===== config.mk =====
export PLATFORM = sky130hd
export DESIGN_NAME = adc_host_port
export DESIGN_NICKNAME = d
export VERILOG_FILES = /design/src/verilog/pin_sync.v /design/src/verilog/conv_timer.v /design/src/verilog/adc_host_port.v
export VERILOG_INCLUDE_DIRS = /design/src /design/src/verilog
export SDC_FILE = /design/constraint.sdc
export NUM_CORES = 2
export LEC_CHECK = 0
export BUFFER_PORTS_ARGS = -buffer_cell sky130_fd_sc_hd__buf_2
export CAP_MARGIN = 0
export CORE_AREA = 3 3 268 270
export CTS_BUF_LIST = sky130_fd_sc_hd__clkbuf_8 sky130_fd_sc_hd__clkbuf_16
export DETAILED_ROUTE_END_ITERATION = 8
export DIE_AREA = 0 0 271 273
export PLACE_DENSITY_LB_ADDON = 0.15
export SLEW_MARGIN = 10
export SYNTH_ARGS = -nofsm -noshare
export SYNTH_HDL_FRONTEND = slang
export SYNTH_SLANG_ARGS = --single-unit
export TNS_END_PERCENT = 20

===== constraint.sdc =====
create_clock -name sys_clk_in -period 3 [get_ports sys_clk_in]
set_input_delay 0.75 -clock sys_clk_in [delete_from_list [all_inputs] [get_ports sys_clk_in]]
set_output_delay 0.75 -clock sys_clk_in [all_outputs]
set_load 0.1 [all_outputs]

===== src/verilog/adc_port_regs.vh =====
// Constants of the host register and readout port
`ifndef ADC_PORT_REGS_VH
`define ADC_PORT_REGS_VH
`define CMD_WRITE_BIT 15
`define CMD_ADDR_MSB 14
`define CMD_ADDR_LSB 9
`define CMD_DATA_MSB 8
`define CMD_DATA_LSB 0
`define WORD_BITS 16
`define RESULT_BITS 14
`define ADDR_BITS 6
`define DATA_BITS 9
`define REG_COUNT 64
`define REG_RESET 9'h000
`define CONV_TIME_NS 1000
`define CLK_PERIOD_NS 100
`define CONV_CYCLES ((`CONV_TIME_NS + `CLK_PERIOD_NS - 1) / `CLK_PERIOD_NS)
`endif


===== src/verilog/pin_sync.v =====
// Two-stage synchroniser for a bundle of pins
`timescale 1ns/1ns
module pin_sync #(
  parameter WIDTH = 1,
  parameter [WIDTH-1:0] INIT = {WIDTH{1'b0}}
) (
  input wire sys_clk_in,
  input wire nrst_in,
  input wire [WIDTH-1:0] async_in,
  output reg [WIDTH-1:0] sync_out
);
  reg [WIDTH-1:0] stage1;
  always @(posedge sys_clk_in or negedge nrst_in) begin
    if (!nrst_in) begin
      stage1 <= INIT;
      sync_out <= INIT;
    end else begin
      stage1 <= async_in;
      sync_out <= stage1;
    end
  end
endmodule // pin_sync


===== src/verilog/conv_timer.v =====
// Conversion timer that holds busy for a fixed count
`timescale 1ns/1ns
`include "adc_port_regs.vh"
module conv_timer #(
  parameter CYCLES = `CONV_CYCLES
) (
  input wire sys_clk_in,
  input wire nrst_in,
  input wire start_in,
  output reg busy_out,
  output reg done_out
);
  reg [15:0] count;
  always @(posedge sys_clk_in or negedge nrst_in) begin
    if (!nrst_in) begin
      count <= 16'h0000;
      busy_out <= 1'b0;
      done_out <= 1'b0;
    end else begin
      done_out <= 1'b0;
      if (start_in && !busy_out) begin
        busy_out <= 1'b1;
        count <= CYCLES[15:0];
      end else if (busy_out) begin
        if (count == 16'h0001) begin
          busy_out <= 1'b0;
          done_out <= 1'b1;
        end
        count <= count - 16'h0001;
      end
    end
  end
endmodule // conv_timer


===== src/verilog/adc_host_port.v =====
// Register and readout port of a dual simultaneous-sampling converter
`timescale 1ns/1ns
`include "adc_port_regs.vh"
// How it works
// - Parallel write is one 16-bit word with bit 15 high.
// - Bits 14..9 hold register address; bits 8..0 hold write data.
// - Parallel command is taken on the rising edge of write strobe.
// - Read command has bit 15 low; its low nine bits are ignored.
// - Parallel read command loads addressed register into output word.
// - Writes take effect only in software mode, from either port.
// - Two-wire mode: A result on first output, B on second.
// - One-wire mode: A then B results on first output.
// - Wire mode is caught three clocks after reset release and held.
// - Convert start rising edge raises busy for the conversion.
// - Chip select fall enables first output (second too in two-wire) and shows the MSB.
// - Later bits shift out on serial clock rising edges.
// - Two-wire word: 14 result bits, then two zeros.
// - One-wire: A word then B word, each with two zeros.
// - With checking on, a full word carries the status register.
// - Serial write uses the same 16-bit command layout.
// - Parallel result on lines 15..2, driven while select and read low.
module adc_host_port #(
  parameter CONV_CYCLES = `CONV_CYCLES
) (
  // Clock and reset
  input wire sys_clk_in,
  input wire nrst_in,
  // Mode pins
  input wire serial_parallel_select_in,
  input wire one_wire_select_in,
  input wire software_mode_in,
  input wire status_append_in,
  // Conversion
  input wire convert_start_in,
  input wire [`RESULT_BITS-1:0] a_side_channel_in,
  input wire [`RESULT_BITS-1:0] b_side_channel_in,
  output reg busy_out,
  // Bus strobes
  input wire cs_n_in,
  input wire rd_n_in,
  input wire wr_n_in,
  input wire sclk_in,
  input wire sdi_in,
  // Parallel data
  input wire [`WORD_BITS-1:0] data_in,
  output reg [`WORD_BITS-1:0] data_out,
  output reg data_oe_out,
  // Serial data
  output reg serial_out_a_out,
  output reg serial_out_a_oe_out,
  output reg serial_out_b_out,
  output reg serial_out_b_oe_out,
  // Status view
  output reg one_wire_mode_out
);
  ////////////////////////////////////////////////////////////////
  // Pin synchronisers
  wire [5:0] pins_s;
  wire [`WORD_BITS-1:0] data_s;
  wire [3:0] mode_s;
  pin_sync #(.WIDTH(6), .INIT(6'b011_100)) u_sync_ctl (
    .sys_clk_in(sys_clk_in),
    .nrst_in(nrst_in),
    .async_in({convert_start_in, cs_n_in, rd_n_in, wr_n_in, sclk_in, sdi_in}),
    .sync_out(pins_s)
  );
  pin_sync #(.WIDTH(`WORD_BITS)) u_sync_data (
    .sys_clk_in(sys_clk_in),
    .nrst_in(nrst_in),
    .async_in(data_in),
    .sync_out(data_s)
  );
  pin_sync #(.WIDTH(4)) u_sync_mode (
    .sys_clk_in(sys_clk_in),
    .nrst_in(nrst_in),
    .async_in({serial_parallel_select_in, one_wire_select_in, software_mode_in, status_append_in}),
    .sync_out(mode_s)
  );
  wire cst_s = pins_s[5];
  wire cs_n_s = pins_s[4];
  wire rd_n_s = pins_s[3];
  wire wr_n_s = pins_s[2];
  wire sclk_s = pins_s[1];
  wire sdi_s = pins_s[0];
  wire ser_sel = mode_s[3];
  wire sw_mode = mode_s[1];
  wire stat_app = mode_s[0];

  ////////////////////////////////////////////////////////////////
  // Edge detection
  reg cst_d;
  reg cs_n_d;
  reg wr_n_d;
  reg sclk_d;
  reg rd_act_d;
  always @(posedge sys_clk_in or negedge nrst_in) begin
    if (!nrst_in) begin
      cst_d <= 1'b0;
      cs_n_d <= 1'b1;
      wr_n_d <= 1'b1;
      sclk_d <= 1'b0;
      rd_act_d <= 1'b0;
    end else begin
      cst_d <= cst_s;
      cs_n_d <= cs_n_s;
      wr_n_d <= wr_n_s;
      sclk_d <= sclk_s;
      rd_act_d <= !cs_n_s && !rd_n_s;
    end
  end
  wire cst_rise = cst_s && !cst_d;
  wire cs_fall = !cs_n_s && cs_n_d;
  wire wr_rise = wr_n_s && !wr_n_d && !cs_n_s;
  wire sclk_rise = sclk_s && !sclk_d;
  wire sclk_fall = !sclk_s && sclk_d;
  wire rd_act = !cs_n_s && !rd_n_s;
  wire rd_start = rd_act && !rd_act_d;

  ////////////////////////////////////////////////////////////////
  // Wire mode strap caught after reset release
  reg [1:0] strap_cnt;
  always @(posedge sys_clk_in or negedge nrst_in) begin
    if (!nrst_in) begin
      strap_cnt <= 2'h0;
      one_wire_mode_out <= 1'b0;
    end else if (strap_cnt != 2'h3) begin
      strap_cnt <= strap_cnt + 2'h1;
      if (strap_cnt == 2'h2) begin
        one_wire_mode_out <= !mode_s[2];
      end
    end
  end

  ////////////////////////////////////////////////////////////////
  // Conversion and result capture
  wire conv_done;
  wire conv_busy;
  conv_timer #(.CYCLES(CONV_CYCLES)) u_timer (
    .sys_clk_in(sys_clk_in),
    .nrst_in(nrst_in),
    .start_in(cst_rise),
    .busy_out(conv_busy),
    .done_out(conv_done)
  );
  reg [`RESULT_BITS-1:0] res_a;
  reg [`RESULT_BITS-1:0] res_b;
  always @(posedge sys_clk_in or negedge nrst_in) begin
    if (!nrst_in) begin
      res_a <= 14'h0000;
      res_b <= 14'h0000;
      busy_out <= 1'b0;
    end else begin
      busy_out <= conv_busy;
      if (conv_done) begin
        res_a <= a_side_channel_in;
        res_b <= b_side_channel_in;
      end
    end
  end

  ////////////////////////////////////////////////////////////////
  // Register file and command decode
  reg [`DATA_BITS-1:0] regs [0:`REG_COUNT-1];
  reg [`DATA_BITS-1:0] status_reg;
  reg [`WORD_BITS-1:0] out_word;
  reg out_is_reg;
  reg ser_rd_pend;
  reg [`ADDR_BITS-1:0] ser_rd_addr;
  reg [`WORD_BITS-1:0] shift_in;
  reg [4:0] in_cnt;
  wire [`WORD_BITS-1:0] ser_word = {shift_in[14:0], sdi_s};
  wire ser_cmd = ser_sel && sclk_fall && !cs_n_s && in_cnt == 5'd15;
  wire par_cmd = !ser_sel && wr_rise;
  wire [`WORD_BITS-1:0] cmd = par_cmd ? data_s : ser_word;
  wire cmd_valid = par_cmd || ser_cmd;
  wire [`ADDR_BITS-1:0] cmd_addr = cmd[`CMD_ADDR_MSB:`CMD_ADDR_LSB];
  wire [`DATA_BITS-1:0] cmd_data = cmd[`CMD_DATA_MSB:`CMD_DATA_LSB];
  wire cmd_wr = cmd[`CMD_WRITE_BIT];
  genvar gi;
  generate
    for (gi = 0; gi < `REG_COUNT; gi = gi + 1) begin : g_reg
      always @(posedge sys_clk_in or negedge nrst_in) begin
        if (!nrst_in) begin
          regs[gi] <= `REG_RESET;
        end else if (cmd_valid && cmd_wr && sw_mode && cmd_addr == gi) begin
          regs[gi] <= cmd_data;
        end
      end
    end
  endgenerate
  always @(posedge sys_clk_in or negedge nrst_in) begin
    if (!nrst_in) begin
      status_reg <= 9'h000;
      out_word <= 16'h0000;
      out_is_reg <= 1'b0;
      ser_rd_pend <= 1'b0;
      ser_rd_addr <= 6'h00;
    end else begin
      status_reg <= {7'h00, one_wire_mode_out, conv_busy};
      if (conv_done) begin
        out_is_reg <= 1'b0;
      end
      // parallel read latch, data bits ignored
      if (par_cmd && !cmd_wr) begin
        out_word <= {7'h00, regs[cmd_addr]};
        out_is_reg <= 1'b1;
      end
      if (ser_cmd) begin
        ser_rd_pend <= !cmd_wr;
        ser_rd_addr <= cmd_addr;
      end
    end
  end

  ////////////////////////////////////////////////////////////////
  // Parallel output
  reg rd_b_next;
  always @(posedge sys_clk_in or negedge nrst_in) begin
    if (!nrst_in) begin
      data_out <= 16'h0000;
      data_oe_out <= 1'b0;
      rd_b_next <= 1'b0;
    end else begin
      // drive only while selected and read
      data_oe_out <= !ser_sel && rd_act;
      if (conv_done) begin
        rd_b_next <= 1'b0;
      end
      if (!ser_sel && rd_start) begin
        if (out_is_reg) begin
          data_out <= out_word;
        end else begin
          data_out <= {rd_b_next ? res_b : res_a, 2'b00};
          rd_b_next <= !rd_b_next;
        end
      end
    end
  end

  ////////////////////////////////////////////////////////////////
  // Serial readout
  reg [4:0] bit_cnt;
  reg [`WORD_BITS-1:0] sh_a;
  reg [`WORD_BITS-1:0] sh_b;
  reg [`WORD_BITS-1:0] next_a;
  reg [`WORD_BITS-1:0] next_b;
  reg half_b;
  always @* begin
    next_a = {res_a, 2'b00};
    next_b = {res_b, 2'b00};
    if (ser_rd_pend) begin
      next_a = {7'h00, regs[ser_rd_addr]};
    // B word follows A in one-wire
    end else if (one_wire_mode_out && half_b) begin
      next_a = {res_b, 2'b00};
    end
  end
  always @(posedge sys_clk_in or negedge nrst_in) begin
    if (!nrst_in) begin
      bit_cnt <= 5'd0;
      in_cnt <= 5'd0;
      shift_in <= 16'h0000;
      sh_a <= 16'h0000;
      sh_b <= 16'h0000;
      half_b <= 1'b0;
      serial_out_a_out <= 1'b0;
      serial_out_b_out <= 1'b0;
      serial_out_a_oe_out <= 1'b0;
      serial_out_b_oe_out <= 1'b0;
    end else begin
      if (conv_done) begin
        half_b <= 1'b0;
      end
      if (!ser_sel || cs_n_s) begin
        serial_out_a_oe_out <= 1'b0;
        serial_out_b_oe_out <= 1'b0;
        in_cnt <= 5'd0;
      end else if (cs_fall) begin
        serial_out_a_oe_out <= 1'b1;
        serial_out_b_oe_out <= !one_wire_mode_out;
        sh_a <= {next_a[14:0], 1'b0};
        sh_b <= {next_b[14:0], 1'b0};
        serial_out_a_out <= next_a[15];
        serial_out_b_out <= next_b[15];
        bit_cnt <= 5'd1;
      end else begin
        if (sclk_fall) begin
          shift_in <= {shift_in[14:0], sdi_s};
          in_cnt <= (in_cnt == 5'd15) ? 5'd0 : in_cnt + 5'd1;
        end
        if (sclk_rise && bit_cnt != 5'd0) begin
          if (bit_cnt == 5'd16) begin
            if (one_wire_mode_out && !half_b && !ser_rd_pend) begin
              serial_out_a_out <= res_b[13];
              sh_a <= {res_b[12:0], 3'b000};
              half_b <= 1'b1;
            end else begin
              half_b <= 1'b0;
              serial_out_a_out <= stat_app ? status_reg[8] : 1'b0;
              sh_a <= stat_app ? {status_reg[7:0], 8'h00} : 16'h0000;
            end
            serial_out_b_out <= stat_app ? status_reg[8] : 1'b0;
            sh_b <= stat_app ? {status_reg[7:0], 8'h00} : 16'h0000;
            bit_cnt <= 5'd17;
          end else begin
            serial_out_a_out <= sh_a[15];
            serial_out_b_out <= sh_b[15];
            sh_a <= {sh_a[14:0], 1'b0};
            sh_b <= {sh_b[14:0], 1'b0};
            bit_cnt <= (bit_cnt == 5'd31) ? 5'd16 : bit_cnt + 5'd1;
          end
        end
      end
    end
  end
endmodule // adc_host_port


# == Word level (Yosys, flattened, before mapping) ==
# Index checks and enable logic that the tools add are counted.
# Widths: inputs -> output; s select.
# totals
ff_bits,782
input_bits,56
out_inout_bits,23
wordCells,352
# op_classes
addsub,4
order_cmp,2
n_eq_ne,70
n_mux,57
bitwise,4
n_reduce_logical,114
# op_table
op,count
$mux 16,13
$eq 6x6->1 const B,32
$bmux 9 s6,2
$eq 6x5->1 const B,16
$logic_and 1x1->1,86
$eq 6x4->1 const B,8
$mux 5,8
$mux 9,4
$mux 1,28
$eq 6x3->1 const B,4
$eq 16x1->1 const B,1
$sub 16x1->16 const B,1
$logic_not 1->1,15
$ge 7x7->1 const B,2
$mux 14,1
$not 6->7,2
$eq 6x2->1 const B,2
$add 5x1->5 const B,2
$eq 5x5->1 const B,2
$mux 10,1
$reduce_bool 2->1,5
$eq 6x1->1 const B,1
$logic_not 6->1,1
$reduce_and 2->1,3
other kinds (9),11

# == Logic depth before layout (Yosys ltp) ==
# logic_depth
depth_word,9
ltp_mapped,13
ltp_nobuf,9

# == Modules after synthesis ==
# A second synthesis with hierarchy kept.
# unflattened
cells_unflattened,3835
area_unflattened_um2,38134.1
# modules_own_cells
mod,instances,cells_each,area_per_inst_um2,seq_area_each_um2
adc_host_port,1,3700,35930.7,17694.5
conv_timer,1,83,894.6,450.4
pin_sync at u_sync_data,1,32,800.8,800.8
pin_sync at u_sync_ctl,1,12,307.8,307.8
pin_sync at u_sync_mode,1,8,200.2,200.2

# == Worst setup path after synthesis ==
# OpenSTA, ideal clock, no wires.
# synth_timing
path_type,flip-flop to flip-flop
startpoint,register u_sync_mode.sync_out[3]
endpoint,register out_word[4]
setup_time_ns,0.126
arrival_ns,2.940
t_required_ns,2.874
path_slack_ns,-0.067
stages_incl_launch_ff,11
path_buffers,3
period_less_slack_ns,3.067
path_cell_list,dfrtp_1 buf_6 nor4b_4 mux2i_2 buf_2 clkbuf_1 mux2i_1 a32oi_1 a311oi_1 nand4_1 o32a_1
# synth_between
elab_chain_cells,7
word_cells_on_any_way,9
cone_classes,mux (4); bitwise (1); reduce/logical (4)
# synth_rtl
element,line_no,source
"start, declared",pin_sync.v:10,output reg [WIDTH-1:0] sync_out
"start signal, assigned",pin_sync.v:19,sync_out <= stage1;
$logic_not 1->1 *,adc_host_port.v:173,wire par_cmd = !ser_sel && wr_rise;
$logic_and 1x1->1 *,adc_host_port.v:173,
$mux 16,adc_host_port.v:174,wire [`WORD_BITS-1:0] cmd = par_cmd ? data_s : ser_word;
$not 6->7 (implied by the code),adc_host_port.v:205,"out_word <= {7'h00, regs[cmd_addr]};"
$bmux 9 s6,adc_host_port.v:205,
$mux 9 (implied by the code) (2 in series),adc_host_port.v:205,
"end signal, assigned",adc_host_port.v:205,
"end, declared",adc_host_port.v:165,reg [`WORD_BITS-1:0] out_word;
# Mark *: on every way between the ends. The rest lies on a longest branch, timed or not. The select of a mux whose other input is x is not followed.
# A chain may end at the register's enable or synchronous reset.

# == Final worst setup path ==
# layout_timing
startpoint,register u_sync_ctl.sync_out[2]
endpoint,register out_word[0]
# layout_between
elab_chain_cells,8
word_cells_on_any_way,10
cone_classes,mux (4); bitwise (1); reduce/logical (5)
# layout_rtl
element,line_no,source
"start, declared",pin_sync.v:10,
"start signal, assigned",pin_sync.v:19,
$logic_and 1x1->1 * (2 in series),adc_host_port.v:113,wire wr_rise = wr_n_s && !wr_n_d && !cs_n_s;
$logic_and 1x1->1 *,adc_host_port.v:173,
$mux 16,adc_host_port.v:174,
$not 6->7 (implied by the code),adc_host_port.v:205,
$bmux 9 s6,adc_host_port.v:205,
$mux 9 (implied by the code) (2 in series),adc_host_port.v:205,
# Marked as above.

==> flow_summary.ini <==
[synth]
synth_edf_count = 0
ys_seq_area_share_pct = 51.1
avgSynthCellArea_um2 = 10.1
syn_nets = 3831
syn_inst = 3768
synthDistinctLibCells = 65
synth-seq-cells = 777
yosys-top-cells-area = dfrtp_1, mux4_2, a21oi_1
synth_area_leader_cell = dfrtp_1
synth_flop_cell = dfrtp_1
async_reset_ff_share_pct = 100
ys_warn_count = 0
synth_top_area_share_pct = 50.6
synth.cell_area_um2 = 38100

[clock_tree]
cts_tree = built
htree_levels = 3
cts.reportedPaths.clkPinSlew_ns = 0.06
cts-root-buf = clkbuf_16
clock_path_buffers = 3
insertion_delay_ns = 0.66
clkSinkCount = 777
cts-buffers-inserted = 85

[pwr]
total_power_uw = 25800
power_density_nw_per_um2 = 538
power_leakage_uw = 0.0208
ir_drop_uv = 467

[finish]
drive_gt1_share_pct = 27.3
regArea_um2 = 19500
multi_input_area_um2 = 18300
final_cell_mix = dfrtp_1, nand2_1, nor2_1
fill_cells = 5097
regMostFlops = regs
post-route-util_pct = 68.6
syn2layout_area_growth_pct = 25.8
final_common_cell = dfrtp_1
fin_area_um2 = 47900
largest_register_ffs = 576
nNetsFinal = 4132

[run_status]
status = finished, violations left
violations = negative setup slack

[die]
start_util_pct = 54.5
fp.dieW_um = 271
dieArea_um2 = 74000
std_cell_rows = 97
io_pins = 79
core-area_um2 = 69800
chipHeight_um = 273

[grt]
grt.busiest_layer = met2
gr-total-overflow = 0
first_global_vias = 30770
grt.total_usage_pct = 34.0
antenna_found_initial = 5
grt_pass1_wl_mm = 191
use_met2_pct = 52.3
gr-usage-met3_pct = 6.95
use_met1_pct = 46.7
grt_max_degree = 89

[placement]
port_buffers = 78
place_congestion = 0.951
dp.final_hpwl_mm = 82.6
placed_cell_area_um2 = 42500

[setup_path]
timing.critical_path.arrival_ns = 3.76
start_kind = flop
crit_chain = or4b_4, mux2_4, buf_6, nor2_4, buf_8, buf_12, buf_6, nand3_2, nand4_1, nand4_1, nor3_2, a21oi_1
worstPathRequired_ns = 3.53
endpoint_kind = flop
ff2ff_setup_slack_ns = -0.23
max_stage_delay_ns = 0.56
worstPathMaxFanout = 5
slowest_stage = or4b_4
critical_path_class = flop to flop

[detailed_routing]
wl_mm = 129
num_vias = 32549
routedWlPerCell_um = 25.4
drc = 0
via_per_inst = 6.41
ant_nets = 0
firstDrtPassIters = 6
first_iter_violations = 4316

[timing]
setup_ws_ns = -0.229
rsz0062_at_grt = true
skew_ns = 0.0225
worst_slew_pin_slew_ns = 1.17
fmax_ghz = 0.310
period_minus_slack_ns = 3.23
setup_violations = 160
hold_viol_final = 0
slew_headroom_pct = 22.0
drv_slew = 0
fin_hold_ws_ns = 0.0666
post-route-period-util_pct = 108

[run]
maxCapViolCount = 0

[hold_path]
hold_class = input pin to asynchronous set/reset pin
repair_timing:
| item | CTS | global route |
|---|---|---|
| cloned | 8 | 20 |
| setup buffers | 44 | 45 |
| gates resized for setup | 71 | 255 |
| pin swaps | 32 | 82 |
| hold buffers | 0 | 0 |
| setup endpoints to repair | 492 | 414 |
routing by layer:
layer / routed length [um] / up-vias
met5: 45 / -
met4: 7030 / 6
met3: 13200 / 407
met2: 59300 / 1958
met1: 49600 / 16181
li1: - / 13997
power breakdown:
group / internal, uW / switching, uW
combinational: 1130 / 2160
clock: 6190 / 4440
sequential: 11100 / 711
total: 18400 / 7310
through the flow:
stage	setup TNS (ns)	cells	worst slack (ns)
6_report	-8.86	5077	-0.229
5_1_grt	-26.15	5076	-0.275
4_1_cts	-0.640	5016	-0.120
3_5_place_dp	-55.41	4812	-0.408
3_3_place_gp	-35.17	4812	-0.387
2_1_floorplan	-0.304	3768	-0.0449
cell usage after synthesis, drive strengths merged, types with 3 or more instances:
| master | number |
|---|---|
| dfrtp | 769 |
| nand2 | 645 |
| nor2 | 587 |
| a21oi | 493 |
| mux4 | 202 |
| nand3 | 186 |
| o21ai | 174 |
| clkbuf | 148 |
| buf | 137 |
| mux2i | 86 |
| a32oi | 48 |
| mux2 | 48 |
| nand4 | 46 |
| a31oi | 44 |
| nor3 | 21 |
| nand2b | 15 |
| inv | 12 |
| a221oi | 11 |
| o31ai | 9 |
| dfstp | 8 |
| nor2b | 8 |
| and3 | 7 |
| ha | 7 |
| a222oi | 6 |
| a221o | 5 |
| a22oi | 4 |
| o211ai | 4 |
| nor4 | 3 |
| o32a | 3 |
| o41ai | 3 |
| or2 | 3 |
| or4 | 3 |
cells by family after synthesis:
kind of cell / count (synthesis) / synth area share, %
buffers and inverters: 297 / 3.43
adders and majority gates: 7 / 0.230
muxes: 336 / 15.7
and+or+nand+nor: 1534 / 17.6
AOI/OAI and AO/OA: 814 / 11.9
xor gates and xnor gates: 3 / 0.0691
DFF: 777 / 51.1
area by class of cell:
| type | count | area share [%] |
|---|---|---|
| clock inverters | 47 | 0.871 |
| flip-flops and latches | 777 | 40.7 |
| diodes | 1 | 0.00523 |
| clock buffers | 107 | 5.10 |
| well taps | 940 | 2.46 |
| multi-input cells | 2694 | 38.3 |
| repair buffers | 499 | 12.5 |
| inverters | 12 | 0.0941 |
critical path: cells and delay by family, from the launching register on:
family,cells,cell delay [ns]
DFF,1,0.54
buffers and inverters,4,0.51
AOI/OAI and AO/OA,1,0.10
muxes,1,0.38
and+or+nand+nor,6,1.57
worst paths after layout:
kind	start	cells past startpoint	endpoint
min in group sys_clk_in	cs_n_in	1	u_sync_ctl.stage1[4]
worst min-delay path	nrst_in	1	regs[68]
worst min register to register	u_sync_data.stage1[8]	0	u_sync_data.sync_out[8]
max in group asynchronous	nrst_in	2	u_sync_ctl.stage1[4]
worst max register to register	u_sync_ctl.sync_out[2]	12	out_word[0]
worst max-delay path	u_sync_ctl.sync_out[2]	12	out_word[0]
(Power assumes the default switching activity.)
